`src/hw/serial_port_pkg.sv`:
```
// holds register offsets, field layouts, encodings and timing counts of the serial port
// assumes a 100 MHz system clock and an 8-bit register address port
package serial_port_pkg;

   // register offsets, one 32-bit word each
   localparam logic [7:0] ADDR_CTRL = 8'h00;
   localparam logic [7:0] ADDR_DIV = 8'h04;
   localparam logic [7:0] ADDR_TXDATA = 8'h08;
   localparam logic [7:0] ADDR_RXDATA = 8'h0C;
   localparam logic [7:0] ADDR_RXREQ = 8'h10;
   localparam logic [7:0] ADDR_STATUS = 8'h14;
   localparam logic [7:0] ADDR_ERRORS = 8'h18;
   localparam logic [7:0] ADDR_TIMEOUT = 8'h1C;
   localparam logic [7:0] ADDR_IRQ_STAT = 8'h20;
   localparam logic [7:0] ADDR_IRQ_MASK = 8'h24;

   // parity setting
   typedef enum logic [1:0] {
      PAR_NONE = 2'b00,
      PAR_EVEN = 2'b01,
      PAR_ODD = 2'b10
   } parity_t;

   // control register layout, msb first
   typedef struct packed {
      logic debug_probe_stream;
      logic sync_follower;
      logic watchdog_service_option;
      logic interrupt_mask_option;
      logic wide_word;
      logic errors_enable;
      logic early_sample;
      logic use_return;
      logic multi_master;
      logic open_drain;
      logic invert;
      logic two_stop;
      logic driver_enable;
      parity_t parity;
      logic [3:0] word_len;
   } cfg_t;

   localparam int CFG_W = 19;
   localparam cfg_t CTRL_RESET = 19'h0_0008;
   localparam logic [15:0] DIV_RESET = 16'h0364;
   localparam logic [15:0] TIMEOUT_RESET = 16'h0000;

   // word length limits
   localparam logic [3:0] MIN_LEN = 4'h5;
   localparam logic [3:0] DEF_LEN = 4'h8;
   localparam logic [3:0] WIDE_LEN = 4'h9;

   // error flag and interrupt bit positions
   localparam int ERR_PARITY = 0;
   localparam int ERR_FRAMING = 1;
   localparam int ERR_OVERRUN = 2;
   localparam int ERR_LINE = 6;
   localparam int IRQ_TX_DONE = 0;
   localparam int IRQ_RX_DONE = 1;
   localparam int IRQ_TIMEOUT = 2;
   localparam int IRQ_ERROR = 3;

   // start-of-bit readback offset in cycles, and timing
   localparam logic [15:0] CHECK_OFS = 16'h0001;
   localparam int unsigned CLOCK_PERIOD_NS = 10;
   localparam int unsigned MS_NS = 1000000;
   localparam int unsigned MS_CYCLES = MS_NS / CLOCK_PERIOD_NS;

   // transmit and receive states
   typedef enum logic [2:0] {
      TX_IDLE = 3'b000,
      TX_START = 3'b001,
      TX_DATA = 3'b010,
      TX_PARITY = 3'b011,
      TX_STOP = 3'b100
   } tx_state_t;

   typedef enum logic [2:0] {
      RX_IDLE = 3'b000,
      RX_START = 3'b001,
      RX_DATA = 3'b010,
      RX_PARITY = 3'b011,
      RX_STOP = 3'b100
   } rx_state_t;

endpackage

```
`src/hw/configurable_serial_port.sv`:
```
// holds the configurable serial port: transmitter, receiver, timeout and register file
// assumes all pin inputs synchronous to clock and a single-cycle strobe register port
//
// Strobed register access and the placing of the registers were decided locally.
module configurable_serial_port #(
   parameter int unsigned ms_cycles = serial_port_pkg::MS_CYCLES
) (
   // clock and reset
   input wire logic clock,
   input wire logic nrst,
   // register port
   input wire logic [7:0] addr,
   input wire logic [31:0] wdata,
   input wire logic wr,
   input wire logic rd,
   output logic [31:0] rdata,
   // serial pins
   input wire logic tx_in,
   output logic tx_out,
   output logic tx_oe,
   input wire logic rx_in,
   input wire logic return_in,
   output logic enable_out,
   // system side
   output logic irq,
   output logic int_block,
   output logic wdt_clear
);

   serial_port_pkg::cfg_t cfg, next_cfg;
   logic [15:0] div, next_div, tmo, next_tmo;
   logic [7:0] serial_error_flags, next_flags;
   logic [3:0] irq_stat, next_stat, irq_mask, next_mask;
   logic [31:0] next_rdata;
   logic next_irq, next_int_block, next_enable;
   serial_port_pkg::tx_state_t ts, next_ts;
   logic [15:0] tcnt, next_tcnt;
   logic [3:0] tbit, next_tbit;
   logic [8:0] tsh, next_tsh;
   logic tpar, next_tpar, next_tx_out, next_tx_oe;
   logic tlevel, t_end, tx_req, tx_done, tx_err, rb, line, drive, shared;
   serial_port_pkg::rx_state_t rs, next_rs;
   logic [15:0] rcnt, next_rcnt, rx_data, next_rx_data, mleft, next_mleft;
   logic [3:0] rbit, next_rbit;
   logic [8:0] rsh, next_rsh;
   logic [31:0] mcnt, next_mcnt;
   logic rpar, next_rpar, rline_d, sclk_d, rx_valid, next_rx_valid;
   logic waiting, next_waiting, next_wdt;
   logic rline, r_end, r_samp, s_rise, s_fall, rd_rx, got;
   logic rx_done, par_evt, frm_evt, ovr_evt, tmo_evt;
   logic [3:0] len;
   logic [8:0] lmask;

   // effective word length and data mask
   always_comb begin
      if (cfg.wide_word) begin
         len = serial_port_pkg::WIDE_LEN;
      end else if (cfg.word_len >= serial_port_pkg::MIN_LEN &&
                   cfg.word_len <= serial_port_pkg::DEF_LEN) begin
         len = cfg.word_len;
      end else begin
         len = serial_port_pkg::DEF_LEN;
      end
      // shift in 18 bits so the ones above bit 8 survive before the right shift
      lmask = 9'((18'h0_01FF << len) >> serial_port_pkg::WIDE_LEN);
   end

   // readback source and received line level
   always_comb begin
      shared = cfg.debug_probe_stream | cfg.sync_follower;
      if (cfg.use_return) begin
         rb = return_in ^ cfg.invert;
      end else begin
         rb = (cfg.open_drain ? tx_in : rx_in) ^ cfg.invert;
      end
      rline = (shared ? tx_in : rx_in) ^ cfg.invert;
      s_rise = rx_in & ~sclk_d;
      s_fall = ~rx_in & sclk_d;
   end

   // transmitter next state
   always_comb begin
      next_ts = ts;
      next_tcnt = tcnt;
      next_tbit = tbit;
      next_tsh = tsh;
      next_tpar = tpar;
      tx_done = 1'b0;
      tx_err = 1'b0;
      case (ts)
         serial_port_pkg::TX_START: tlevel = 1'b0;
         serial_port_pkg::TX_DATA: tlevel = tsh[0];
         serial_port_pkg::TX_PARITY: tlevel = tpar;
         default: tlevel = 1'b1;
      endcase
      t_end = tcnt == div - 16'h0001;
      tx_req = wr && addr == serial_port_pkg::ADDR_TXDATA && ts == serial_port_pkg::TX_IDLE &&
               !(cfg.multi_master && serial_error_flags[serial_port_pkg::ERR_LINE]);
      if (ts != serial_port_pkg::TX_IDLE && !cfg.sync_follower) begin
         next_tcnt = t_end ? 16'h0000 : tcnt + 16'h0001;
      end
      case (ts)
         serial_port_pkg::TX_IDLE: begin
            if (tx_req) begin
               next_tsh = wdata[8:0] & lmask;
               next_tpar = (^(wdata[8:0] & lmask)) ^ (cfg.parity == serial_port_pkg::PAR_ODD);
               next_tcnt = 16'h0000;
               next_tbit = 4'h0;
               next_ts = cfg.sync_follower ? serial_port_pkg::TX_DATA : serial_port_pkg::TX_START;
            end
         end
         serial_port_pkg::TX_START: begin
            if (t_end) begin
               next_ts = serial_port_pkg::TX_DATA;
            end
         end
         serial_port_pkg::TX_DATA: begin
            // follower mode shifts on the remote clock's falling edge
            if (cfg.sync_follower ? s_fall : t_end) begin
               next_tsh = tsh >> 1;
               next_tbit = tbit + 4'h1;
               if (tbit == len - 4'h1) begin
                  next_tbit = 4'h0;
                  if (cfg.sync_follower) begin
                     next_ts = serial_port_pkg::TX_IDLE;
                     tx_done = 1'b1;
                  end else if (cfg.parity != serial_port_pkg::PAR_NONE) begin
                     next_ts = serial_port_pkg::TX_PARITY;
                  end else begin
                     next_ts = serial_port_pkg::TX_STOP;
                  end
               end
            end
         end
         serial_port_pkg::TX_PARITY: begin
            if (t_end) begin
               next_ts = serial_port_pkg::TX_STOP;
            end
         end
         serial_port_pkg::TX_STOP: begin
            if (t_end) begin
               if (tbit == {3'h0, cfg.two_stop}) begin
                  next_ts = serial_port_pkg::TX_IDLE;
                  tx_done = 1'b1;
               end else begin
                  next_tbit = tbit + 4'h1;
               end
            end
         end
         default: next_ts = serial_port_pkg::TX_IDLE;
      endcase
      // collision check at bit start and end, released-line check at bit end
      if (ts != serial_port_pkg::TX_IDLE && !cfg.sync_follower) begin
         if (cfg.multi_master && (tcnt == serial_port_pkg::CHECK_OFS || t_end) &&
             rb != tlevel) begin
            tx_err = 1'b1;
            next_ts = serial_port_pkg::TX_IDLE;
         end else if (cfg.open_drain && t_end && tlevel && !rb) begin
            tx_err = 1'b1;
         end
      end
      // pin drive: open drain only pulls low, shared pin released when idle
      line = tlevel ^ cfg.invert;
      if (cfg.open_drain) begin
         drive = !line && (ts != serial_port_pkg::TX_IDLE || !shared);
      end else begin
         drive = ts != serial_port_pkg::TX_IDLE || !shared;
      end
      next_tx_out = line & ~cfg.open_drain;
      next_tx_oe = ~drive;
   end

   // transmitter registers
   always_ff @(posedge clock) begin
      if (!nrst) begin
         ts <= serial_port_pkg::TX_IDLE;
         tcnt <= 16'h0000;
         tbit <= 4'h0;
         tsh <= 9'h000;
         tpar <= 1'b0;
         tx_out <= 1'b1;
         tx_oe <= 1'b1;
      end else begin
         ts <= next_ts;
         tcnt <= next_tcnt;
         tbit <= next_tbit;
         tsh <= next_tsh;
         tpar <= next_tpar;
         tx_out <= next_tx_out;
         tx_oe <= next_tx_oe;
      end
   end

   // receiver and receive timeout next state
   always_comb begin
      next_rs = rs;
      next_rcnt = rcnt;
      next_rbit = rbit;
      next_rsh = rsh;
      next_rpar = rpar;
      next_rx_data = rx_data;
      next_rx_valid = rx_valid;
      next_waiting = waiting;
      next_mcnt = mcnt;
      next_mleft = mleft;
      got = 1'b0;
      rx_done = 1'b0;
      par_evt = 1'b0;
      frm_evt = 1'b0;
      ovr_evt = 1'b0;
      tmo_evt = 1'b0;
      rd_rx = rd && addr == serial_port_pkg::ADDR_RXDATA;
      r_end = rcnt == div - 16'h0001;
      r_samp = cfg.early_sample ? rcnt == 16'h0000 : rcnt == (div >> 1);
      if (rd_rx) begin
         next_rx_valid = 1'b0;
      end
      if (rs != serial_port_pkg::RX_IDLE) begin
         next_rcnt = r_end ? 16'h0000 : rcnt + 16'h0001;
      end
      case (rs)
         serial_port_pkg::RX_IDLE: begin
            if (cfg.sync_follower) begin
               if (s_rise && ts == serial_port_pkg::TX_IDLE) begin
                  next_rsh = {rline, rsh[8:1]};
                  next_rbit = rbit + 4'h1;
                  if (rbit == len - 4'h1) begin
                     next_rbit = 4'h0;
                     got = 1'b1;
                  end
               end
            end else if (rline_d && !rline &&
                         !(cfg.debug_probe_stream && ts != serial_port_pkg::TX_IDLE)) begin
               next_rs = serial_port_pkg::RX_START;
               next_rcnt = 16'h0000;
               next_rbit = 4'h0;
               next_rpar = 1'b0;
            end
         end
         serial_port_pkg::RX_START: begin
            if (r_samp && rline) begin
               next_rs = serial_port_pkg::RX_IDLE; // false start
            end else if (r_end) begin
               next_rs = serial_port_pkg::RX_DATA;
            end
         end
         serial_port_pkg::RX_DATA: begin
            if (r_samp) begin
               next_rsh = {rline, rsh[8:1]};
               next_rpar = rpar ^ rline;
            end
            if (r_end) begin
               next_rbit = rbit + 4'h1;
               if (rbit == len - 4'h1) begin
                  next_rbit = 4'h0;
                  next_rs = (cfg.parity != serial_port_pkg::PAR_NONE) ?
                            serial_port_pkg::RX_PARITY : serial_port_pkg::RX_STOP;
               end
            end
         end
         serial_port_pkg::RX_PARITY: begin
            if (r_samp && ((rpar ^ rline) != (cfg.parity == serial_port_pkg::PAR_ODD))) begin
               par_evt = 1'b1;
            end
            if (r_end) begin
               next_rs = serial_port_pkg::RX_STOP;
            end
         end
         serial_port_pkg::RX_STOP: begin
            if (r_samp) begin
               got = 1'b1;
               frm_evt = !rline;
               next_rs = serial_port_pkg::RX_IDLE; // receiver recovers after an error
            end
         end
         default: next_rs = serial_port_pkg::RX_IDLE;
      endcase
      if (got) begin
         next_rx_data = {7'h00, next_rsh >> (serial_port_pkg::WIDE_LEN - len)};
         ovr_evt = rx_valid && !rd_rx;
         next_rx_valid = 1'b1;
         rx_done = 1'b1;
         next_waiting = 1'b0;
      end
      // request timeout counted in whole milliseconds, zero waits forever
      if (wr && addr == serial_port_pkg::ADDR_RXREQ) begin
         next_waiting = 1'b1;
         next_mcnt = 32'h0000_0000;
         next_mleft = tmo;
      end else if (waiting && !got) begin
         if (mcnt == 32'(ms_cycles - 1)) begin
            next_mcnt = 32'h0000_0000;
            if (mleft != 16'h0000) begin
               next_mleft = mleft - 16'h0001;
               if (mleft == 16'h0001) begin
                  tmo_evt = 1'b1;
                  next_waiting = 1'b0;
                  next_rx_data = 16'h0000;
               end
            end
         end else begin
            next_mcnt = mcnt + 32'h0000_0001;
         end
      end
      next_wdt = cfg.watchdog_service_option && waiting && mcnt == 32'h0000_0000;
   end

   // receiver registers
   always_ff @(posedge clock) begin
      if (!nrst) begin
         rs <= serial_port_pkg::RX_IDLE;
         rcnt <= 16'h0000;
         rbit <= 4'h0;
         rsh <= 9'h000;
         rpar <= 1'b0;
         rline_d <= 1'b1;
         sclk_d <= 1'b0;
         rx_data <= 16'h0000;
         rx_valid <= 1'b0;
         waiting <= 1'b0;
         mcnt <= 32'h0000_0000;
         mleft <= 16'h0000;
         wdt_clear <= 1'b0;
      end else begin
         rs <= next_rs;
         rcnt <= next_rcnt;
         rbit <= next_rbit;
         rsh <= next_rsh;
         rpar <= next_rpar;
         rline_d <= rline;
         sclk_d <= rx_in;
         rx_data <= next_rx_data;
         rx_valid <= next_rx_valid;
         waiting <= next_waiting;
         mcnt <= next_mcnt;
         mleft <= next_mleft;
         wdt_clear <= next_wdt;
      end
   end

   // register file, error flags, interrupts and read data
   always_comb begin
      next_cfg = cfg;
      next_div = div;
      next_tmo = tmo;
      next_flags = serial_error_flags;
      next_stat = irq_stat;
      next_mask = irq_mask;
      next_rdata = 32'h0000_0000;
      if (wr) begin
         case (addr)
            serial_port_pkg::ADDR_CTRL: next_cfg = wdata[serial_port_pkg::CFG_W-1:0];
            serial_port_pkg::ADDR_DIV: next_div = wdata[15:0];
            serial_port_pkg::ADDR_TIMEOUT: next_tmo = wdata[15:0];
            serial_port_pkg::ADDR_ERRORS: next_flags = serial_error_flags & ~wdata[7:0];
            serial_port_pkg::ADDR_IRQ_STAT: next_stat = irq_stat & ~wdata[3:0];
            serial_port_pkg::ADDR_IRQ_MASK: next_mask = wdata[3:0];
            default: ;
         endcase
      end
      if (tmo_evt) begin
         next_flags = 8'h00;
      end
      // sets come after clears so a same-cycle event is kept
      if (cfg.errors_enable) begin
         next_flags[serial_port_pkg::ERR_PARITY] = next_flags[serial_port_pkg::ERR_PARITY] | par_evt;
         next_flags[serial_port_pkg::ERR_FRAMING] =
            next_flags[serial_port_pkg::ERR_FRAMING] | frm_evt;
         next_flags[serial_port_pkg::ERR_OVERRUN] =
            next_flags[serial_port_pkg::ERR_OVERRUN] | ovr_evt;
      end
      next_flags[serial_port_pkg::ERR_LINE] = next_flags[serial_port_pkg::ERR_LINE] | tx_err;
      next_stat[serial_port_pkg::IRQ_TX_DONE] = next_stat[serial_port_pkg::IRQ_TX_DONE] | tx_done;
      next_stat[serial_port_pkg::IRQ_RX_DONE] = next_stat[serial_port_pkg::IRQ_RX_DONE] | rx_done;
      next_stat[serial_port_pkg::IRQ_TIMEOUT] = next_stat[serial_port_pkg::IRQ_TIMEOUT] | tmo_evt;
      next_stat[serial_port_pkg::IRQ_ERROR] = next_stat[serial_port_pkg::IRQ_ERROR] | tx_err |
                                              (cfg.errors_enable & (par_evt | frm_evt | ovr_evt));
      if (rd) begin
         case (addr)
            serial_port_pkg::ADDR_CTRL: next_rdata = {13'h0, cfg};
            serial_port_pkg::ADDR_DIV: next_rdata = {16'h0, div};
            serial_port_pkg::ADDR_TIMEOUT: next_rdata = {16'h0, tmo};
            serial_port_pkg::ADDR_RXDATA: next_rdata = {16'h0, rx_data};
            serial_port_pkg::ADDR_ERRORS: next_rdata = {24'h0, serial_error_flags};
            serial_port_pkg::ADDR_STATUS:
               next_rdata = {29'h0, waiting, rx_valid, ts != serial_port_pkg::TX_IDLE};
            serial_port_pkg::ADDR_IRQ_STAT: next_rdata = {28'h0, irq_stat};
            serial_port_pkg::ADDR_IRQ_MASK: next_rdata = {28'h0, irq_mask};
            default: next_rdata = 32'h0000_0000;
         endcase
      end
      next_irq = |(next_stat & next_mask);
      // follow the current state so enable lines up with the registered pin level
      next_enable = cfg.driver_enable && ts != serial_port_pkg::TX_IDLE;
      next_int_block = cfg.interrupt_mask_option && (ts != serial_port_pkg::TX_IDLE ||
                       rs != serial_port_pkg::RX_IDLE);
   end

   // register file registers
   always_ff @(posedge clock) begin
      if (!nrst) begin
         cfg <= serial_port_pkg::CTRL_RESET;
         div <= serial_port_pkg::DIV_RESET;
         tmo <= serial_port_pkg::TIMEOUT_RESET;
         serial_error_flags <= 8'h00;
         irq_stat <= 4'h0;
         irq_mask <= 4'h0;
         rdata <= 32'h0000_0000;
         irq <= 1'b0;
         enable_out <= 1'b0;
         int_block <= 1'b0;
      end else begin
         cfg <= next_cfg;
         div <= next_div;
         tmo <= next_tmo;
         serial_error_flags <= next_flags;
         irq_stat <= next_stat;
         irq_mask <= next_mask;
         rdata <= next_rdata;
         irq <= next_irq;
         enable_out <= next_enable;
         int_block <= next_int_block;
      end
   end
endmodule // configurable_serial_port

```
`config.mk`:
```
export PLATFORM = sky130hd
export DESIGN_NAME = configurable_serial_port
export DESIGN_NICKNAME = d
export VERILOG_FILES = /design/src/hw/serial_port_pkg.sv /design/src/hw/configurable_serial_port.sv
export SDC_FILE = /design/constraint.sdc
export NUM_CORES = 1
export LEC_CHECK = 0
export BUFFER_PORTS_ARGS = -buffer_cell sky130_fd_sc_hd__buf_2
export CORE_ASPECT_RATIO = 1.1
export CORE_MARGIN = 2
export CORE_UTILIZATION = 55
export DETAILED_ROUTE_END_ITERATION = 8
export GPL_TIMING_DRIVEN = 0
export PLACE_DENSITY = 0.85
export SKIP_CTS_REPAIR_TIMING = 1
export SLEW_MARGIN = 20
export SYNTH_ARGS = -nofsm -noshare
export SYNTH_HDL_FRONTEND = slang
export SYNTH_SLANG_ARGS = --single-unit
```
`constraint.sdc`:
```
create_clock -name clock -period 4.6 [get_ports clock]
set_input_delay 0.46 -clock clock [delete_from_list [all_inputs] [get_ports clock]]
set_output_delay 0.46 -clock clock [all_outputs]
set_load 0.03 [all_outputs]
```
==> metrics.csv <==
metric;value;unit
Synth Flop Type;dfxtp_1;
minimum clock period;4.28;ns
Filler cells;1905;
Slowest cell on crit path;or3_1;
final slew viol count;0;
Tot GR Track Use;29.8;%
Yosys Warn Count;0;
Clock Sink Count;226;
startpoint types;register;
vias per inst;6.06;
buffers from clock root to sink, at most;3;
# DRC;0;
first-pass GRT wire length;57100;µm
drt wl/cell;18.3;µm
synth unique cells;81;
routability cong.;0.991;
required time of the critical path;5.02;ns
Max Cap Violations;0;
largest net degree at the start of global routing;15;
layout net count;1729;
fmax;234;MHz
Die Area;23600;µm²
CTS Buf Count;25;
Worst Setup End Kind;register;
H-Tree Depth;1;
asr flop ratio synth;0;%
Worst-Skew Late Latency;0.54;ns
Cell Pwr Density;302;nW/µm²
DR vias;12000;
Setup Crit Path Kind;reg2reg;
period utilization;93.0;%
Starting Density;55.8;%
Yosys top cell area share;36.8;%
most frequent cell after synthesis;dfxtp_1;
initial antenna violation count;0;
DP Wirelength;26900;µm
vias in the first global route;11100;
Mapped Area;12300;µm²
peak supply drop;0.198;mV
sequential element share of the synthesized area;36.8;%
post-route setup TNS;0;ns
crit path cell chain;nor3b_1, nand2_1, ha_1, inv_1, ha_1, xnor2_1, a211oi_1, nand3_1, or3_1, o21a_1, clkbuf_1, and4_1, clkbuf_1, nand4_1, xor2_1, nor2_1;
share of cells above drive strength 1;8.91;%
FF+latch count, synth;226;
Post-DRT Antenna Nets;0;
CP bufs+invs;3;
WP data arrival;4.70;ns
router iterations before antenna repair;7;
Post-Route WL;36300;µm
crit-path max FO;12;
worst-margin pin slew;0.983;ns
CTS clk-pin slew, worst paths;0.06;ns
top cells by area, synth;dfxtp_1 (37%), nand2_1 (6.9%), xnor2_1 (6.4%), nor2_1 (5.0%), a21oi_1 (4.4%);
area leader, netlist;dfxtp_1;
area of the multi-input gates;7130;µm²
status;completed;
Commonest cells post-synth;dfxtp_1 (226), nand2_1 (225), nor2_1 (164);
synthesized netlist cell count;1571;
Leakage;4.91;nW
CTS tree;built;
Post-synth EDFFs;0;
register area;4520;µm²
Mean Syn Cell Area;7.83;µm²
Rel. slew slack;33.4;%
Root Buffer;clkbuf_16;
Crit path max-delay family;simple AND/OR/NAND/NOR gates;
Final Setup Violations;0;
RSZ-0062 raised after global routing;no;
worst hold path class;in2reg;
Synth-to-Final Area Change;12.5;%
slowest stage delay, CP;0.51;ns
Initial DRC Count;1202;
Final Hold Fails;0;
Boundary Pins;85;
CORE AREA;22000;µm²
row count;57;
die span in y;161;µm
DIE WIDTH;147;µm
PortBufs;55;
gr ovfl total;0;
Core Util, Final;62.8;%
Worst Clk Skew;0.0236;ns
layout by cell type, fill, tap and decap left out, types with 14 or more instances in the layout:
cell type and instances:
clkbuf_1 86, xor2_1 62, mux2i_1 20, buf_2 66, a22oi_1 46, nand2b_1 16, and3_1 17, o21ai_0 50
buf_4 14, inv_1 45, a21oi_1 109, nand4_1 36, nand2_1 225, or3_1 16, dfxtp_1 226, nor4_1 26
nand3_1 61, and2_1 15, ha_1 17, clkbuf_16 25, xnor2_1 90, nor2_1 164, nor3_1 42
metal layers:
layer / GRT usage (%) / vias up / routed length, µm
met3: 4.55 / 142 / 3300
met2: 49.4 / 591 / 16700
li1: - / 5669 / -
met5: 0 / - / 0
met1: 38.1 / 5599 / 14400
met4: 14.5 / 0 / 1880
report_power, final:
part           switching, mW  internal, mW  total [mW]
Clock                  0.850          1.18        2.03
Sequential           0.00264          1.96        1.96
Combinational          0.129        0.0513       0.181
metrics by stage:
step,area [µm²],setup slack (ns),instances,hold slack (ns),total power [mW]
after global routing,13800,0.00102,1978,0.181,4.28
after global placement,13000,0.276,1933,0.443,2.18
after floorplan,12300,1.17,1583,0.420,2.11
after detailed placement,13000,0.169,1933,0.446,2.18
after CTS,13800,0.0851,1978,0.173,4.18
final,13800,0.323,1979,0.176,4.18
path summary, 6_finish.rpt:
check	startpoint	endpoint	slack, ns	depth (start not counted)
min reg2reg	rsh[0]$_SDFF_PN0_	rsh[0]$_SDFF_PN0_	0.46	2
max reg2reg	cfg[14]$_SDFFE_PN0P_	mcnt[23]$_SDFFE_PP0N_	0.32	16
min	wdata[18]	cfg[18]$_SDFFE_PN0P_	0.18	3
max	cfg[14]$_SDFFE_PN0P_	mcnt[23]$_SDFFE_PP0N_	0.32	16
flip-flops by register name, indices dropped and copies added, names as in the netlist, 4 cells and up:
| register | count |
|---|---|
| tcnt | 16 |
| tbit | 4 |
| irq_stat | 4 |
| rbit | 4 |
| mleft | 16 |
| tsh | 9 |
| tmo | 16 |
| cfg | 19 |
| mcnt | 32 |
| serial_error_flags | 8 |
| irq_mask | 4 |
| rx_data | 16 |
| rdata | 19 |
| rsh | 9 |
| div | 16 |
| rcnt | 16 |
worst register-to-register path, cell delays in order (launching register included):
cell and delay [ns]:
dfxtp_1 0.42, nor3b_1 0.27, nand2_1 0.36, ha_1 0.32, inv_1 0.07, ha_1 0.27, xnor2_1 0.16, a211oi_1 0.31
nand3_1 0.22, or3_1 0.51, o21a_1 0.15, clkbuf_1 0.20, and4_1 0.23, clkbuf_1 0.24, nand4_1 0.19, xor2_1 0.16
nor2_1 0.05
area by class of cell:
type	count	area share [%]
diodes	1	0.0181
plain buffers	117	3.82
clock buffers	31	4.97
clock inverters	14	1.08
inverters	46	1.25
multi-input cells	1194	51.5
flip-flops and latches	226	32.7
well taps	295	2.67
repair buffers	55	1.99
cell families (layout without fill, tap and decap cells):
logic type	after synthesis	after routing	share of synthesized area, %
compound gates	309	309	16.3
other cells	1	14	0.0305
buf+inv	163	263	5.70
fa+ha+maj	17	17	1.73
flops	226	226	36.8
simple gates	682	682	26.8
mux	21	21	1.81
xor+xnor	152	152	10.8
No activity file was read; power rests on OpenSTA's default activity.
